File: src/verilog/gtim_pkg.sv
// gtim_pkg: register map, field positions, modes and helpers of the timer
// assumes a 32-bit AXI4-Lite register port with byte addresses
package gtim_pkg;
  // byte offsets of the register words
  localparam logic [7:0] OFF_CFG = 8'h00;
  localparam logic [7:0] OFF_CTL = 8'h04;
  localparam logic [7:0] OFF_MODE_A = 8'h08;
  localparam logic [7:0] OFF_MODE_B = 8'h0C;
  localparam logic [7:0] OFF_LOAD_A = 8'h10;
  localparam logic [7:0] OFF_LOAD_B = 8'h14;
  localparam logic [7:0] OFF_MATCH_A = 8'h18;
  localparam logic [7:0] OFF_MATCH_B = 8'h1C;
  localparam logic [7:0] OFF_PRE_A = 8'h20;
  localparam logic [7:0] OFF_PRE_B = 8'h24;
  localparam logic [7:0] OFF_PMATCH_A = 8'h28;
  localparam logic [7:0] OFF_PMATCH_B = 8'h2C;
  localparam logic [7:0] OFF_IRQ_EN = 8'h30;
  localparam logic [7:0] OFF_IRQ_RAW = 8'h34;
  localparam logic [7:0] OFF_IRQ_MSK = 8'h38;
  localparam logic [7:0] OFF_IRQ_CLR = 8'h3C;
  localparam logic [7:0] OFF_VALUE_A = 8'h40;
  localparam logic [7:0] OFF_VALUE_B = 8'h44;
  // field positions
  localparam int CFG_WIDE = 0;
  localparam int CFG_RTC = 1;
  localparam int CTL_EN_A = 0;
  localparam int CTL_EN_B = 1;
  localparam int CTL_INV_A = 2;
  localparam int CTL_INV_B = 3;
  localparam int MODE_UP = 3;
  // interrupt source bits
  localparam int IRQ_A_TMO = 0;
  localparam int IRQ_A_CAPM = 1;
  localparam int IRQ_A_CAPE = 2;
  localparam int IRQ_RTC = 3;
  localparam int IRQ_B_TMO = 4;
  localparam int IRQ_B_CAPM = 5;
  localparam int IRQ_B_CAPE = 6;
  localparam int IRQ_N = 7;
  // reset values and responses
  localparam logic [31:0] ZERO32 = 32'h0000_0000;
  localparam logic [31:0] ONE32 = 32'h0000_0001;
  localparam logic [1:0] RESP_OKAY = 2'h0;
  localparam logic [1:0] RESP_SLVERR = 2'h2;
  // per-half operating modes
  typedef enum logic [2:0] {
    GTIM_ONESHOT = 3'b000,
    GTIM_PERIODIC = 3'b001,
    GTIM_CAPCOUNT = 3'b010,
    GTIM_CAPTIME = 3'b011,
    GTIM_PWM = 3'b100
  } gtim_mode_type;
  // byte-lane merge of a write into a register word
  function automatic logic [31:0] gtim_merge(input logic [31:0] old_v,
      input logic [31:0] new_v, input logic [3:0] strb);
    logic [31:0] m;
    m = old_v;
    for (int i = 0; i < 4; i++) begin
      if (strb[i]) m[8*i +: 8] = new_v[8*i +: 8];
    end
    return m;
  endfunction
  // one count step up or down
  function automatic logic [31:0] gtim_step(input logic [31:0] v, input logic up);
    return up ? v + ONE32 : v - ONE32;
  endfunction
endpackage

File: src/verilog/gtim_half.sv
// gtim_half: one half-timer counter with prescale extension and pwm
// assumes registers held by the parent; cap_i is synchronous to clk_i
module gtim_half (
  // clock and reset
  input wire logic clk_i,
  input wire logic reset_n_i,
  // configuration
  input wire logic en_i,
  input wire logic wide_i,
  input wire gtim_pkg::gtim_mode_type mode_i,
  input wire logic up_i,
  input wire logic inv_i,
  input wire logic [31:0] load_i,
  input wire logic [31:0] match_i,
  input wire logic [7:0] pre_i,
  input wire logic [7:0] pmatch_i,
  input wire logic load_wr_i,
  // capture pin
  input wire logic cap_i,
  // results
  output logic [31:0] value_o,
  output logic timeout_o,
  output logic match_o,
  output logic event_o,
  output logic pwm_o
);
  logic [31:0] lim, mat, start, nxt, cnt_q, hold_q;
  logic at_end, edge_hit, timed;
  logic cap_q, done_q, tmo_q, mat_q, evt_q, pwm_q;

  // prescaler forms the upper byte only in 16-bit modes
  assign lim = wide_i ? load_i : {8'h00, pre_i, load_i[15:0]};
  assign mat = wide_i ? match_i : {8'h00, pmatch_i, match_i[15:0]};
  assign start = up_i ? gtim_pkg::ZERO32 : lim;
  assign nxt = gtim_pkg::gtim_step(cnt_q, up_i);
  assign at_end = up_i ? (cnt_q == lim) : (cnt_q == gtim_pkg::ZERO32);
  assign edge_hit = cap_i & ~cap_q;
  assign timed = (mode_i == gtim_pkg::GTIM_ONESHOT) || (mode_i == gtim_pkg::GTIM_PERIODIC);

  // counter, per-mode behaviour and event pulses
  always_ff @(posedge clk_i or negedge reset_n_i) begin
    if (!reset_n_i) begin
      cnt_q <= 32'h0000_0000;
      hold_q <= 32'h0000_0000;
      cap_q <= 1'b0;
      done_q <= 1'b0;
      tmo_q <= 1'b0;
      mat_q <= 1'b0;
      evt_q <= 1'b0;
    end else begin
      cap_q <= cap_i;
      tmo_q <= 1'b0;
      mat_q <= 1'b0;
      evt_q <= 1'b0;
      if (!en_i || load_wr_i) begin
        cnt_q <= start;
        done_q <= 1'b0;
      end else begin
        unique case (mode_i)
          gtim_pkg::GTIM_ONESHOT, gtim_pkg::GTIM_PERIODIC: begin
            if (!done_q) begin
              mat_q <= (nxt == mat);
              if (at_end) begin
                tmo_q <= 1'b1;
                cnt_q <= start;
                done_q <= (mode_i == gtim_pkg::GTIM_ONESHOT);
              end else begin
                cnt_q <= nxt;
              end
            end
          end
          gtim_pkg::GTIM_CAPCOUNT: begin
            if (edge_hit) begin
              if (nxt == mat) begin
                mat_q <= 1'b1;
                cnt_q <= start;
              end else begin
                cnt_q <= nxt;
              end
            end
          end
          gtim_pkg::GTIM_CAPTIME: begin
            cnt_q <= at_end ? start : nxt;
            if (edge_hit) begin
              hold_q <= cnt_q;
              evt_q <= 1'b1;
            end
          end
          gtim_pkg::GTIM_PWM: begin
            cnt_q <= at_end ? start : nxt;
          end
          default: begin
            cnt_q <= cnt_q;
          end
        endcase
      end
    end
  end

  // pwm level: active while above match, polarity by invert
  always_ff @(posedge clk_i or negedge reset_n_i) begin
    if (!reset_n_i) begin
      pwm_q <= 1'b0;
    end else if (en_i && mode_i == gtim_pkg::GTIM_PWM) begin
      pwm_q <= (cnt_q > mat) ^ inv_i;
    end else begin
      pwm_q <= inv_i;
    end
  end

  assign value_o = (mode_i == gtim_pkg::GTIM_CAPTIME) ? hold_q : cnt_q;
  assign timeout_o = tmo_q;
  assign match_o = mat_q;
  assign event_o = evt_q;
  assign pwm_o = pwm_q;
endmodule

File: src/verilog/gtim_top.sv
// gtim_top: general timer with two halves, match, prescale and interrupts
// assumes an AXI4-Lite master on clk_i and capture pins synchronous to it
// Summary of operation
// - seven sources: capture event, capture match, timeout per half, RTC match.
// - each source has an enable; only enabled sources reach the interrupt line.
// - software reads raw status and masked status, raw ANDed with enables.
// - a clear naming sources by bit mask deasserts exactly those sources that have no new event in the same cycle.
// - a pending source stays set until software clears it.
// - writing load while running reloads the counter one cycle after the write.
// - load, match, prescale and prescale match read back as programmed.
// - edge-count capture raises capture match when the count reaches match.
// - in PWM mode match sets the duty cycle against load.
// - in 32-bit mode only half A load, match and value are used.
// - prescaler works only in 16-bit modes; no effect in 32-bit modes.
// - prescale match forms the upper match bits, giving 24-bit compare.
// - prescale and prescale match are 8 bits, values 0 to 255.
// - each 16-bit half does one-shot, periodic, captures and PWM, up or down.
// - PWM output active low when inverted, active high otherwise.
module gtim_top (
  // clock and reset
  input wire logic clk_i,
  input wire logic reset_n_i,
  // axi4-lite write address and data
  input wire logic axi_awvalid_i,
  output logic axi_awready_o,
  input wire logic [7:0] axi_awaddr_i,
  input wire logic axi_wvalid_i,
  output logic axi_wready_o,
  input wire logic [31:0] axi_wdata_i,
  input wire logic [3:0] axi_wstrb_i,
  // axi4-lite write response
  output logic axi_bvalid_o,
  input wire logic axi_bready_i,
  output logic [1:0] axi_bresp_o,
  // axi4-lite read
  input wire logic axi_arvalid_i,
  output logic axi_arready_o,
  input wire logic [7:0] axi_araddr_i,
  output logic axi_rvalid_o,
  input wire logic axi_rready_i,
  output logic [31:0] axi_rdata_o,
  output logic [1:0] axi_rresp_o,
  // timer pins
  input wire logic cap_a_i,
  input wire logic cap_b_i,
  output logic pwm_a_o,
  output logic pwm_b_o,
  // interrupt
  output logic irq_o
);
  logic aw_got_q, w_got_q, bvalid_q, rvalid_q;
  logic [7:0] waddr_q, raddr_q;
  logic [31:0] wdata_q, rdata_q, rd_d;
  logic [3:0] wstrb_q;
  logic [1:0] bresp_q, rresp_q;
  logic wr_go, ld_a_q, ld_b_q, wide, en_b;
  logic [1:0] cfg_q;
  logic [3:0] ctl_q, mode_a_q, mode_b_q;
  logic [31:0] load_a_q, match_a_q, val_a, val_b;
  logic [15:0] load_b_q, match_b_q;
  logic [7:0] pre_a_q, pre_b_q, pm_a_q, pm_b_q;
  logic [gtim_pkg::IRQ_N-1:0] imr_q, ris_q, ev, clr;
  logic tmo_a, tmo_b, mt_a, mt_b, ce_a, ce_b;
  gtim_pkg::gtim_mode_type md_a, md_b;

  // true for every word address that holds a register
  function automatic logic mapped(input logic [7:0] a);
    unique case (a)
      gtim_pkg::OFF_CFG, gtim_pkg::OFF_CTL, gtim_pkg::OFF_MODE_A,
      gtim_pkg::OFF_MODE_B, gtim_pkg::OFF_LOAD_A, gtim_pkg::OFF_LOAD_B,
      gtim_pkg::OFF_MATCH_A, gtim_pkg::OFF_MATCH_B, gtim_pkg::OFF_PRE_A,
      gtim_pkg::OFF_PRE_B, gtim_pkg::OFF_PMATCH_A, gtim_pkg::OFF_PMATCH_B,
      gtim_pkg::OFF_IRQ_EN, gtim_pkg::OFF_IRQ_RAW, gtim_pkg::OFF_IRQ_MSK,
      gtim_pkg::OFF_IRQ_CLR, gtim_pkg::OFF_VALUE_A, gtim_pkg::OFF_VALUE_B: begin
        return 1'b1;
      end
      default: begin
        return 1'b0;
      end
    endcase
  endfunction

  // write path handshakes: address and data in either order
  assign axi_awready_o = !aw_got_q && !bvalid_q;
  assign axi_wready_o = !w_got_q && !bvalid_q;
  assign wr_go = aw_got_q && w_got_q && !bvalid_q;
  assign axi_bvalid_o = bvalid_q;
  assign axi_bresp_o = bresp_q;

  // collect address and data, answer once both are held
  always_ff @(posedge clk_i or negedge reset_n_i) begin
    if (!reset_n_i) begin
      aw_got_q <= 1'b0;
      w_got_q <= 1'b0;
      bvalid_q <= 1'b0;
      bresp_q <= 2'h0;
      waddr_q <= 8'h00;
      wdata_q <= 32'h0000_0000;
      wstrb_q <= 4'h0;
    end else begin
      if (axi_awvalid_i && axi_awready_o) begin
        aw_got_q <= 1'b1;
        waddr_q <= {axi_awaddr_i[7:2], 2'h0};
      end
      if (axi_wvalid_i && axi_wready_o) begin
        w_got_q <= 1'b1;
        wdata_q <= axi_wdata_i;
        wstrb_q <= axi_wstrb_i;
      end
      if (wr_go) begin
        aw_got_q <= 1'b0;
        w_got_q <= 1'b0;
        bvalid_q <= 1'b1;
        bresp_q <= mapped(waddr_q) ? gtim_pkg::RESP_OKAY : gtim_pkg::RESP_SLVERR;
      end else if (bvalid_q && axi_bready_i) begin
        bvalid_q <= 1'b0;
      end
    end
  end

  // software-written configuration, values and enables
  always_ff @(posedge clk_i or negedge reset_n_i) begin
    if (!reset_n_i) begin
      cfg_q <= 2'h0;
      ctl_q <= 4'h0;
      mode_a_q <= 4'h0;
      mode_b_q <= 4'h0;
      load_a_q <= 32'h0000_0000;
      load_b_q <= 16'h0000;
      match_a_q <= 32'h0000_0000;
      match_b_q <= 16'h0000;
      pre_a_q <= 8'h00;
      pre_b_q <= 8'h00;
      pm_a_q <= 8'h00;
      pm_b_q <= 8'h00;
      imr_q <= 7'h00;
    end else if (wr_go) begin
      unique case (waddr_q)
        gtim_pkg::OFF_CFG: cfg_q <= 2'(gtim_pkg::gtim_merge({30'h0, cfg_q},
            wdata_q, wstrb_q));
        gtim_pkg::OFF_CTL: ctl_q <= 4'(gtim_pkg::gtim_merge({28'h0, ctl_q},
            wdata_q, wstrb_q));
        gtim_pkg::OFF_MODE_A: mode_a_q <= 4'(gtim_pkg::gtim_merge({28'h0, mode_a_q},
            wdata_q, wstrb_q));
        gtim_pkg::OFF_MODE_B: mode_b_q <= 4'(gtim_pkg::gtim_merge({28'h0, mode_b_q},
            wdata_q, wstrb_q));
        gtim_pkg::OFF_LOAD_A: load_a_q <= gtim_pkg::gtim_merge(load_a_q,
            wdata_q, wstrb_q);
        gtim_pkg::OFF_LOAD_B: load_b_q <= 16'(gtim_pkg::gtim_merge({16'h0, load_b_q},
            wdata_q, wstrb_q));
        gtim_pkg::OFF_MATCH_A: match_a_q <= gtim_pkg::gtim_merge(match_a_q,
            wdata_q, wstrb_q);
        gtim_pkg::OFF_MATCH_B: match_b_q <= 16'(gtim_pkg::gtim_merge({16'h0, match_b_q},
            wdata_q, wstrb_q));
        gtim_pkg::OFF_PRE_A: pre_a_q <= 8'(gtim_pkg::gtim_merge({24'h0, pre_a_q},
            wdata_q, wstrb_q));
        gtim_pkg::OFF_PRE_B: pre_b_q <= 8'(gtim_pkg::gtim_merge({24'h0, pre_b_q},
            wdata_q, wstrb_q));
        gtim_pkg::OFF_PMATCH_A: pm_a_q <= 8'(gtim_pkg::gtim_merge({24'h0, pm_a_q},
            wdata_q, wstrb_q));
        gtim_pkg::OFF_PMATCH_B: pm_b_q <= 8'(gtim_pkg::gtim_merge({24'h0, pm_b_q},
            wdata_q, wstrb_q));
        gtim_pkg::OFF_IRQ_EN: imr_q <= 7'(gtim_pkg::gtim_merge({25'h0, imr_q},
            wdata_q, wstrb_q));
        default: begin
          cfg_q <= cfg_q;
        end
      endcase
    end
  end

  // a load write restarts its half one cycle later, from the new value counting down, from zero counting up
  always_ff @(posedge clk_i or negedge reset_n_i) begin
    if (!reset_n_i) begin
      ld_a_q <= 1'b0;
      ld_b_q <= 1'b0;
    end else begin
      ld_a_q <= wr_go && waddr_q == gtim_pkg::OFF_LOAD_A;
      ld_b_q <= wr_go && waddr_q == gtim_pkg::OFF_LOAD_B;
    end
  end

  // half B sits idle while A runs as one 32-bit timer
  assign wide = cfg_q[gtim_pkg::CFG_WIDE];
  assign en_b = ctl_q[gtim_pkg::CTL_EN_B] && !wide;
  assign md_a = gtim_pkg::gtim_mode_type'(mode_a_q[2:0]);
  assign md_b = gtim_pkg::gtim_mode_type'(mode_b_q[2:0]);

  gtim_half u_half_a (
    .clk_i(clk_i),
    .reset_n_i(reset_n_i),
    .en_i(ctl_q[gtim_pkg::CTL_EN_A]),
    .wide_i(wide),
    .mode_i(md_a),
    .up_i(mode_a_q[gtim_pkg::MODE_UP]),
    .inv_i(ctl_q[gtim_pkg::CTL_INV_A]),
    .load_i(load_a_q),
    .match_i(match_a_q),
    .pre_i(pre_a_q),
    .pmatch_i(pm_a_q),
    .load_wr_i(ld_a_q),
    .cap_i(cap_a_i),
    .value_o(val_a),
    .timeout_o(tmo_a),
    .match_o(mt_a),
    .event_o(ce_a),
    .pwm_o(pwm_a_o)
  );

  gtim_half u_half_b (
    .clk_i(clk_i),
    .reset_n_i(reset_n_i),
    .en_i(en_b),
    .wide_i(1'b0),
    .mode_i(md_b),
    .up_i(mode_b_q[gtim_pkg::MODE_UP]),
    .inv_i(ctl_q[gtim_pkg::CTL_INV_B]),
    .load_i({16'h0000, load_b_q}),
    .match_i({16'h0000, match_b_q}),
    .pre_i(pre_b_q),
    .pmatch_i(pm_b_q),
    .load_wr_i(ld_b_q),
    .cap_i(cap_b_i),
    .value_o(val_b),
    .timeout_o(tmo_b),
    .match_o(mt_b),
    .event_o(ce_b),
    .pwm_o(pwm_b_o)
  );

  // source events, one bit each
  always_comb begin
    ev = 7'h00;
    ev[gtim_pkg::IRQ_A_TMO] = tmo_a;
    ev[gtim_pkg::IRQ_A_CAPM] = mt_a && md_a == gtim_pkg::GTIM_CAPCOUNT;
    ev[gtim_pkg::IRQ_A_CAPE] = ce_a;
    ev[gtim_pkg::IRQ_RTC] = mt_a && wide && cfg_q[gtim_pkg::CFG_RTC];
    ev[gtim_pkg::IRQ_B_TMO] = tmo_b;
    ev[gtim_pkg::IRQ_B_CAPM] = mt_b && md_b == gtim_pkg::GTIM_CAPCOUNT;
    ev[gtim_pkg::IRQ_B_CAPE] = ce_b;
  end

  // write-one-to-clear mask
  assign clr = (wr_go && waddr_q == gtim_pkg::OFF_IRQ_CLR) ?
      7'(gtim_pkg::gtim_merge(gtim_pkg::ZERO32, wdata_q, wstrb_q)) : 7'h00;

  // sticky raw status, a new event wins over its clear
  always_ff @(posedge clk_i or negedge reset_n_i) begin
    if (!reset_n_i) begin
      ris_q <= 7'h00;
    end else begin
      ris_q <= (ris_q & ~clr) | ev;
    end
  end

  assign irq_o = |(ris_q & imr_q);

  // read data for the addressed word
  always_comb begin
    rd_d = 32'h0000_0000;
    unique case ({axi_araddr_i[7:2], 2'h0})
      gtim_pkg::OFF_CFG: rd_d = {30'h0, cfg_q};
      gtim_pkg::OFF_CTL: rd_d = {28'h0, ctl_q};
      gtim_pkg::OFF_MODE_A: rd_d = {28'h0, mode_a_q};
      gtim_pkg::OFF_MODE_B: rd_d = {28'h0, mode_b_q};
      gtim_pkg::OFF_LOAD_A: rd_d = load_a_q;
      gtim_pkg::OFF_LOAD_B: rd_d = {16'h0, load_b_q};
      gtim_pkg::OFF_MATCH_A: rd_d = match_a_q;
      gtim_pkg::OFF_MATCH_B: rd_d = {16'h0, match_b_q};
      gtim_pkg::OFF_PRE_A: rd_d = {24'h0, pre_a_q};
      gtim_pkg::OFF_PRE_B: rd_d = {24'h0, pre_b_q};
      gtim_pkg::OFF_PMATCH_A: rd_d = {24'h0, pm_a_q};
      gtim_pkg::OFF_PMATCH_B: rd_d = {24'h0, pm_b_q};
      gtim_pkg::OFF_IRQ_EN: rd_d = {25'h0, imr_q};
      gtim_pkg::OFF_IRQ_RAW: rd_d = {25'h0, ris_q};
      gtim_pkg::OFF_IRQ_MSK: rd_d = {25'h0, ris_q & imr_q};
      gtim_pkg::OFF_VALUE_A: rd_d = val_a;
      gtim_pkg::OFF_VALUE_B: rd_d = val_b;
      default: rd_d = 32'h0000_0000;
    endcase
  end

  // read channel: one read at a time, data registered
  assign axi_arready_o = !rvalid_q;
  assign axi_rvalid_o = rvalid_q;
  assign axi_rdata_o = rdata_q;
  assign axi_rresp_o = rresp_q;

  // take a read address and hold the answer until the master accepts it
  always_ff @(posedge clk_i or negedge reset_n_i) begin
    if (!reset_n_i) begin
      rvalid_q <= 1'b0;
      rdata_q <= 32'h0000_0000;
      rresp_q <= 2'h0;
      raddr_q <= 8'h00;
    end else if (axi_arvalid_i && axi_arready_o) begin
      rvalid_q <= 1'b1;
      rdata_q <= rd_d;
      raddr_q <= {axi_araddr_i[7:2], 2'h0};
      rresp_q <= mapped({axi_araddr_i[7:2], 2'h0}) ?
          gtim_pkg::RESP_OKAY : gtim_pkg::RESP_SLVERR;
    end else if (rvalid_q && axi_rready_i) begin
      rvalid_q <= 1'b0;
    end
  end
endmodule
File: config.mk
export PLATFORM = sky130hd
export DESIGN_NAME = gtim_top
export DESIGN_NICKNAME = d
export VERILOG_FILES = /design/src/verilog/gtim_pkg.sv /design/src/verilog/gtim_half.sv /design/src/verilog/gtim_top.sv
export SDC_FILE = /design/constraint.sdc
export NUM_CORES = 1
export LEC_CHECK = 0
export BUFFER_PORTS_ARGS = -buffer_cell sky130_fd_sc_hd__buf_2
export CAP_MARGIN = 15
export CORE_MARGIN = 2
export CORE_UTILIZATION = 50
export CTS_CLUSTER_SIZE = 30
export DETAILED_ROUTE_END_ITERATION = 8
export PLACE_DENSITY = 0.77
export SETUP_SLACK_MARGIN = 0.5
export SLEW_MARGIN = 20
export SYNTH_ARGS = -nofsm -noshare
export SYNTH_HDL_FRONTEND = slang
export SYNTH_SLANG_ARGS = --single-unit
File: constraint.sdc
create_clock -name clk_i -period 7.87 [get_ports clk_i]
set_input_delay 0.3935 -clock clk_i [delete_from_list [all_inputs] [get_ports clk_i]]
set_output_delay 0.3935 -clock clk_i [all_outputs]
set_load 0.005 [all_outputs]
Yosys cells after proc, flatten, opt, wreduce, memory -nomap -nowiden
Cells that the tools add are included.
{ "word_totals": {"output_inout_bits": 44, "ff_bits": 380, "elab_cells": 265} }
{ "classes": {"n_lt_le_gt_ge": 2, "n_addsub": 4, "eq_ne": 50, "muxes": 73, "bitwise_logic": 12, "n_reduce_logical": 74} }
{ "ops": {"columns": ["cell", "n"], "rows": [
  ["2-to-1 mux 32 bit", 17],
  ["one-hot mux 32 bit (17 select lines)", 1],
  ["one-hot mux 32 bit (3 select lines)", 2],
  ["equality test 6 x 4 -> 1 bit (second input constant)", 16],
  ["AND reduction 3 bit", 25],
  ["adder 32 x 1 -> 32 bit (second input constant)", 2],
  ["equality test 32 x 24 -> 1 bit", 2],
  ["equality test 32 bit", 2],
  ["logical NOT 32 bit", 2],
  ["subtractor 32 x 1 -> 32 bit (second input constant)", 2],
  ["equality test 6 x 3 -> 1 bit (second input constant)", 8],
  ["2-to-1 mux 1 bit", 46],
  ["OR reduction 18 bit", 2],
  ["greater-than comparator 32 x 24 -> 1 bit", 1],
  ["greater-than comparator 32 bit", 1],
  ["equality test 6 x 2 -> 1 bit (second input constant)", 4],
  ["equality test 6 x 5 -> 1 bit (second input constant)", 4],
  ["2-to-1 mux 24 bit", 1],
  ["logical AND 1 bit", 19],
  ["AND 7 bit", 2],
  ["2-to-1 mux 7 bit", 2],
  ["equality test 3 x 2 -> 1 bit (second input constant)", 4],
  ["equality test 6 x 1 -> 1 bit (second input constant)", 2],
  ["nonzero test 2 bit", 6],
  ["19 further kinds", 42]
]} }

Logic depth before layout (Yosys ltp)
{ "logic_depth": {"word_depth": 7, "ltp_mapped": 18, "depth_no_buf": 14} }

By module
Synthesis repeated with hierarchy kept, for this count alone.
{ "unflattened": {"cells_unflattened": 2785, "hier_area_um2": 26794.4} }
{ "by_module_without_submodules": {"columns": ["module", "seq_area_each_um2", "area_per_inst_um2", "instances", "cells_per_inst"], "rows": [
  ["gtim_top", 5955.7, 10617.7, 1, 817],
  ["gtim_half at u_half_a", 1751.7, 8121.5, 1, 998],
  ["gtim_half at u_half_b", 1751.7, 8055.2, 1, 970]
]} }

Worst setup path before layout
Ideal clock, no wire load.
{ "synth_path": {"kind": "register -> register", "from": "register mode_b_q[3]", "to": "register u_half_b.cnt_q[20]", "t_required_ns": 7.744, "stages_incl_launch_ff": 18, "setup_time_ns": 0.126, "path_buffers": 3, "period_less_slack_ns": 4.723, "path_slack_ns": 3.147, "t_arrival_ns": 4.597, "path_cell_list": "dfrtp_1 -> clkbuf_1 -> inv_1 -> ha_1 -> nor2b_4 -> o2111ai_2 -> and3b_1 -> buf_6 -> o21a_4 -> o211a_1 -> a21o_4 -> xnor3_1 -> or3_1 -> or4_4 -> nor3b_4 -> nor2_4 -> buf_6 -> a221o_1"} }
{ "synth_via": {"elab_chain_cells": 6} }
{ "synth_rtl": {"columns": ["item", "line", "source"], "rows": [
  ["from (decl)", "gtim_top.sv:58", "logic [3:0] ctl_q, mode_a_q, mode_b_q;"],
  ["from (signal assigned)", "gtim_top.sv:145", "gtim_pkg::OFF_MODE_B: mode_b_q <= 4'(gtim_pkg::gtim_merge({28'h0, mode_b_q},"],
  ["2-to-1 mux 32 bit", "gtim_pkg.sv:65", "return up ? v + ONE32 : v - ONE32;"],
  ["equality test 32 x 24 -> 1 bit", "gtim_half.sv:74", "if (nxt == mat) begin"],
  ["2-to-1 mux 32 bit", "gtim_half.sv:74", null],
  ["2-to-1 mux 32 bit", "gtim_half.sv:73", "if (edge_hit) begin"],
  ["one-hot mux 32 bit (3 select lines)", "gtim_half.sv:59", "unique case (mode_i)"],
  ["2-to-1 mux 32 bit (*)", "gtim_half.sv:55", "if (!en_i || load_wr_i) begin"],
  ["to (signal assigned)", "gtim_half.sv:56", "cnt_q <= start;"],
  ["to (signal assigned)", "gtim_half.sv:76", "cnt_q <= start;"],
  ["to (signal assigned)", "gtim_half.sv:78", "cnt_q <= nxt;"],
  ["to (decl)", "gtim_half.sv:27", "logic [31:0] lim, mat, start, nxt, cnt_q, hold_q;"]
]} }
Mark *: on every way between the ends. The rest lies on a longest branch, timed or not. The select of a mux whose other input is x is not followed.
A chain may end at the register's enable or synchronous reset.

Worst setup path in the final report
{ "layout_path": {"from": "register mode_a_q[3]", "to": "register u_half_a.cnt_q[2]"} }
{ "layout_via": {"elab_chain_cells": 6} }
{ "layout_rtl": {"columns": ["item", "line", "source"], "rows": [
  ["from (decl)", "gtim_top.sv:58", null],
  ["from (signal assigned)", "gtim_top.sv:143", "gtim_pkg::OFF_MODE_A: mode_a_q <= 4'(gtim_pkg::gtim_merge({28'h0, mode_a_q},"],
  ["2-to-1 mux 32 bit", "gtim_pkg.sv:65", null],
  ["equality test 32 bit", "gtim_half.sv:74", null],
  ["2-to-1 mux 32 bit", "gtim_half.sv:74", null],
  ["2-to-1 mux 32 bit", "gtim_half.sv:73", null],
  ["one-hot mux 32 bit (3 select lines)", "gtim_half.sv:59", null],
  ["2-to-1 mux 32 bit (*)", "gtim_half.sv:55", null],
  ["to (signal assigned)", "gtim_half.sv:56", null],
  ["to (signal assigned)", "gtim_half.sv:76", null],
  ["to (signal assigned)", "gtim_half.sv:78", null],
  ["to (decl)", "gtim_half.sv:27", null]
]} }
Marks and branches as above.

==> flow_summary.ini <==
[outcome]
status = finished, final reports clean

[die]
io_pins = 105
initial_utilization_pct = 50.8
die-height_um = 227
die-area_um2 = 51600
core.rowCount = 81
floorplan.core_area_um2 = 49100
chipWidth_um = 227

[worst_setup_path]
timing.critical_path.fanout_max = 35
critical_path.endpoint_type = flop
worst_ep_required_time_ns = 8.34
critical_path_class = flop to flop
critPathLaunchType = flop
arrival_ns = 7.07

[finish]
finish.net_count = 2923
design_area_um2 = 27200
flow.area_growth_from_synthesis_pct = 9.20
nFillCells = 4401
stdcell_count = 3438
drive_above_1_share_pct = 15.2

[placed_design]
port_buffers = 98
routabilityCongestion = 1.02
pre_cts_ws_ns = 1.60
hpwlAfterDp_mm = 64.0
placed_cells_incl_taps = 3364
placed_area_um2 = 25900

[sta]
finalWorstPathRequiredPeriod_ns = 6.60
grt_setup_unrepaired = false
least_setup_slack_across_all_paths_after_layout_ns = 1.27
worstMarginPinSlew_ns = 1.09
timing.max_slew.rel_slack_pct = 27.3
min_period_over_period_pct = 83.8
timing.setup.tns_ns = 0
report.final.hold_viol_count = 0
timing.clock.skew_ns = 0.0187
setup_viol = 0
timing.fmax_mhz = 152
count_of_pins_over_their_slew_limit = 0

[global_route]
wire_length_of_the_first_global_routing_pass_mm = 131
total_track_usage_pct = 33.3
grt_max_degree = 183
grt-ovfl-total = 0
number_of_global_route_vias_before_repair = 21593
initial_antenna_violation_count = 3

[synthesis]
async_reset_ff_share_pct = 100
warning_count_from_the_yosys_run = 0
synth_top_family_by_area = compound AO/OA/AOI/OAI gates
synth-compound-area-share_pct = 18.8
post_synthesis_sequential_area_ratio_pct = 38.0
yosysUniqueCellTypes = 101
post_syn_instances = 2720
synth_top_flop_cell = sky130_fd_sc_hd__dfrtp_1
syn-cell-area_um2 = 24900
adder_cell_share_of_the_synthesized_area_pct = 5.99
synth-edff-count = 0
synthMuxAreaShare_pct = 9.40
synth_simple_gate_area_share_pct = 18.1
synthesis.area_per_instance_um2 = 9.16
post_synth_xor_area_fraction_pct = 6.27
synth-seq-cells = 378

[clock_tree]
post_cts.repair.setup_buffers = 0
clkSlewWorstSetupHoldPaths_ns = 0.06
tritoncts.num_buffers = 38
ctsRootBufferMaster = sky130_fd_sc_hd__clkbuf_16
tritoncts = done
cts.htree.levels = 2
cts_buffer_depth = 3
tritoncts_num_sinks = 378
clock_insertion_delay_at_the_later_pin_of_the_skew_report_ns = 0.55

[power_and_ir_drop]
power.density_nw_per_um2 = 474
vdd_drop_max_uv = 245
leakagePower_uw = 0.0125
design_power_total_uw = 12900
switchingPower_uw = 6340
switching_share_pct = 49.2
clockPowerShare_pct = 14.5
sequentialPowerShare_pct = 26.5
cell_internal_power_uw = 6550
p_comb_share_pct = 59.0

[detailed_routing]
drcViolationCount = 0
detail_route.wl_per_cell_um = 25.0
drt-initial-drc-count = 2837
ant_nets = 0
drt-total-wl_mm = 85.9
drtPass1Iterations = 8
detail_route.vias_per_cell = 6.61
num_vias = 22740

[flow_run]
maxCapViolCount = 0

[min_path]
worst_hold_path_type = input pin to flop
[synth_stat cells, types with 6 or more instances]
master                      number  share of area (%)
sky130_fd_sc_hd__a2111oi_0       9               0.32
sky130_fd_sc_hd__a211o_1         8               0.28
sky130_fd_sc_hd__a211oi_1       17               0.51
sky130_fd_sc_hd__a21o_1         58                1.7
sky130_fd_sc_hd__a21oi_1       193                3.9
sky130_fd_sc_hd__a221o_1        34                1.4
sky130_fd_sc_hd__a221oi_1       23               0.81
sky130_fd_sc_hd__a22o_1         33                1.2
sky130_fd_sc_hd__a22oi_1        26               0.78
sky130_fd_sc_hd__a31oi_1        34               0.85
sky130_fd_sc_hd__a32oi_1         7               0.25
sky130_fd_sc_hd__and2_1         13               0.33
sky130_fd_sc_hd__and3_1         16               0.40
sky130_fd_sc_hd__buf_1           9               0.14
sky130_fd_sc_hd__buf_2          29               0.58
sky130_fd_sc_hd__clkbuf_1       98                1.5
sky130_fd_sc_hd__dfrtp_1       378                 38
sky130_fd_sc_hd__ha_1          116                5.8
sky130_fd_sc_hd__inv_1          67                1.0
sky130_fd_sc_hd__mux2_2        181                8.2
sky130_fd_sc_hd__mux2i_1        28                1.1
sky130_fd_sc_hd__nand2_1       459                6.9
sky130_fd_sc_hd__nand2b_1       23               0.58
sky130_fd_sc_hd__nand3_1        73                1.5
sky130_fd_sc_hd__nand3b_1        6               0.18
sky130_fd_sc_hd__nand4_1        57                1.4
sky130_fd_sc_hd__nand4b_1        7               0.25
sky130_fd_sc_hd__nor2_1        151                2.3
sky130_fd_sc_hd__nor2b_1        19               0.48
sky130_fd_sc_hd__nor3_1         37               0.74
sky130_fd_sc_hd__nor4_1         34               0.85
sky130_fd_sc_hd__o2111ai_1       8               0.28
sky130_fd_sc_hd__o211ai_1       19               0.57
sky130_fd_sc_hd__o21a_1         15               0.45
sky130_fd_sc_hd__o21ai_0        99                2.0
sky130_fd_sc_hd__o21ai_1        12               0.24
sky130_fd_sc_hd__o21bai_1        7               0.21
sky130_fd_sc_hd__o22ai_1         9               0.23
sky130_fd_sc_hd__or2_2           7               0.18
sky130_fd_sc_hd__or3_1          20               0.50
sky130_fd_sc_hd__xnor2_1        87                3.1
sky130_fd_sc_hd__xnor3_1         8               0.72
sky130_fd_sc_hd__xor2_1         66                2.3
[what timing repair did]
action,4_1_cts,5_1_grt
resized for setup,0,0
hold endpoints to repair,2,47
endpoints found under the setup margin,0,0
hold buffers,2,1
[path summary, 6_finish.rpt]
path | to | slack (ns) | depth (start not counted) | from
setup / recovery | u_half_a.cnt_q[2] | 1.27 | 16 | mode_a_q[3]
hold / removal | axi_bvalid_o | 0.02 | 2 | axi_bready_i
setup reg to reg | u_half_a.cnt_q[2] | 1.27 | 16 | mode_a_q[3]
hold reg to reg | ris_q[0] | 0.43 | 1 | u_half_a.timeout_o
max in group asynchronous | u_half_a.cnt_q[9] | 5.71 | 4 | reset_n_i
min in group asynchronous | ris_q[0] | 0.34 | 2 | reset_n_i
[cell usage in the layout, fill, tap and decap left out, types with 33 or more instances in the layout]
| master | instances |
|---|---|
| sky130_fd_sc_hd__a21oi_1 | 193 |
| sky130_fd_sc_hd__nor2_1 | 143 |
| sky130_fd_sc_hd__xor2_1 | 66 |
| sky130_fd_sc_hd__a31oi_1 | 33 |
| sky130_fd_sc_hd__a21o_1 | 58 |
| sky130_fd_sc_hd__inv_1 | 64 |
| sky130_fd_sc_hd__xnor2_1 | 87 |
| sky130_fd_sc_hd__o21ai_0 | 99 |
| sky130_fd_sc_hd__nand4_1 | 57 |
| sky130_fd_sc_hd__nand3_1 | 73 |
| sky130_fd_sc_hd__nor3_1 | 36 |
| sky130_fd_sc_hd__nor4_1 | 34 |
| sky130_fd_sc_hd__buf_2 | 97 |
| sky130_fd_sc_hd__ha_1 | 116 |
| sky130_fd_sc_hd__clkbuf_16 | 39 |
| sky130_fd_sc_hd__nand2_1 | 459 |
| sky130_fd_sc_hd__a221o_1 | 34 |
| sky130_fd_sc_hd__a22o_1 | 33 |
| sky130_fd_sc_hd__dfrtp_1 | 377 |
| sky130_fd_sc_hd__mux2_2 | 181 |
[per-stage QoR]
step	utilization [%]	hold slack (ns)
after detailed placement	52.7	0.423
after global placement	52.7	0.412
after floorplan	-	0.0979
final	55.4	0.0232
after global routing	55.4	0.0320
after CTS	55.3	0.0153
[flip-flops by register name, indices dropped and copies added (netlist names), 32 cells and up]
name	cells
match_a_q	32
axi_rdata_o	32
load_a_q	32
u_half_b.cnt_q	32
u_half_a.cnt_q	32
u_half_b.hold_q	32
wdata_q	32
u_half_a.hold_q	32
[power groups by stage]
stage | Sequential, uW | Clock [uW] | Combinational, uW
floorplan | 2850 | 0 | 5550
global placement | 3340 | 0 | 7230
detailed placement | 3370 | 0 | 7330
CTS | 3350 | 1880 | 7390
global route | 3440 | 1970 | 8180
finish | 3410 | 1870 | 7600
[final cells by class]
type	instances	area [um2]	area share (%)
Antenna cell	3	7.51	0.0276
Sequential cell	378	9460	34.8
Tap cell	664	831	3.06
Inverter	67	251	0.925
Timing Repair Buffer	127	758	2.79
Clock inverter	9	129	0.474
Multi-Input combinational cell	2132	14600	53.8
Clock buffer	58	1140	4.18
[logic make-up (layout without fill, tap and decap cells)]
family                     count (synthesis)  after routing
adders and majority gates                118            118
buffers and inverters                    211            261
and+or+nand+nor                          960            960
AOI/OAI and AO/OA                        679            679
xor gates and xnor gates                 163            163
other                                      1              5
muxes                                    210            210
DFF                                      378            378
[per-layer routing]
layer | up-vias | routed length [um] | GRT usage [%]
li1 | 9986 | - | -
met1 | 11211 | 35500 | 46.4
met2 | 1315 | 37500 | 50.6
met3 | 224 | 9350 | 7.69
met4 | 4 | 3630 | 12.3
met5 | - | 29 | 0
[critical path, stage by stage, from the launching register on]
cell and delay, ns:
sky130_fd_sc_hd__dfrtp_1 0.54, sky130_fd_sc_hd__inv_1 0.85, sky130_fd_sc_hd__buf_4 0.31, sky130_fd_sc_hd__ha_1 0.34, sky130_fd_sc_hd__a21oi_1 0.32, sky130_fd_sc_hd__o21ai_0 0.21
sky130_fd_sc_hd__nor2_2 0.35, sky130_fd_sc_hd__nor4_1 0.14, sky130_fd_sc_hd__or3_1 0.37, sky130_fd_sc_hd__nor4_1 0.57, sky130_fd_sc_hd__nand4b_1 0.21, sky130_fd_sc_hd__or4_4 0.48
sky130_fd_sc_hd__nor4_4 0.39, sky130_fd_sc_hd__o21ai_2 0.07, sky130_fd_sc_hd__buf_4 0.27, sky130_fd_sc_hd__nor2_1 0.75, sky130_fd_sc_hd__a221o_1 0.32
No activity file was read; power rests on OpenSTA's default activity.
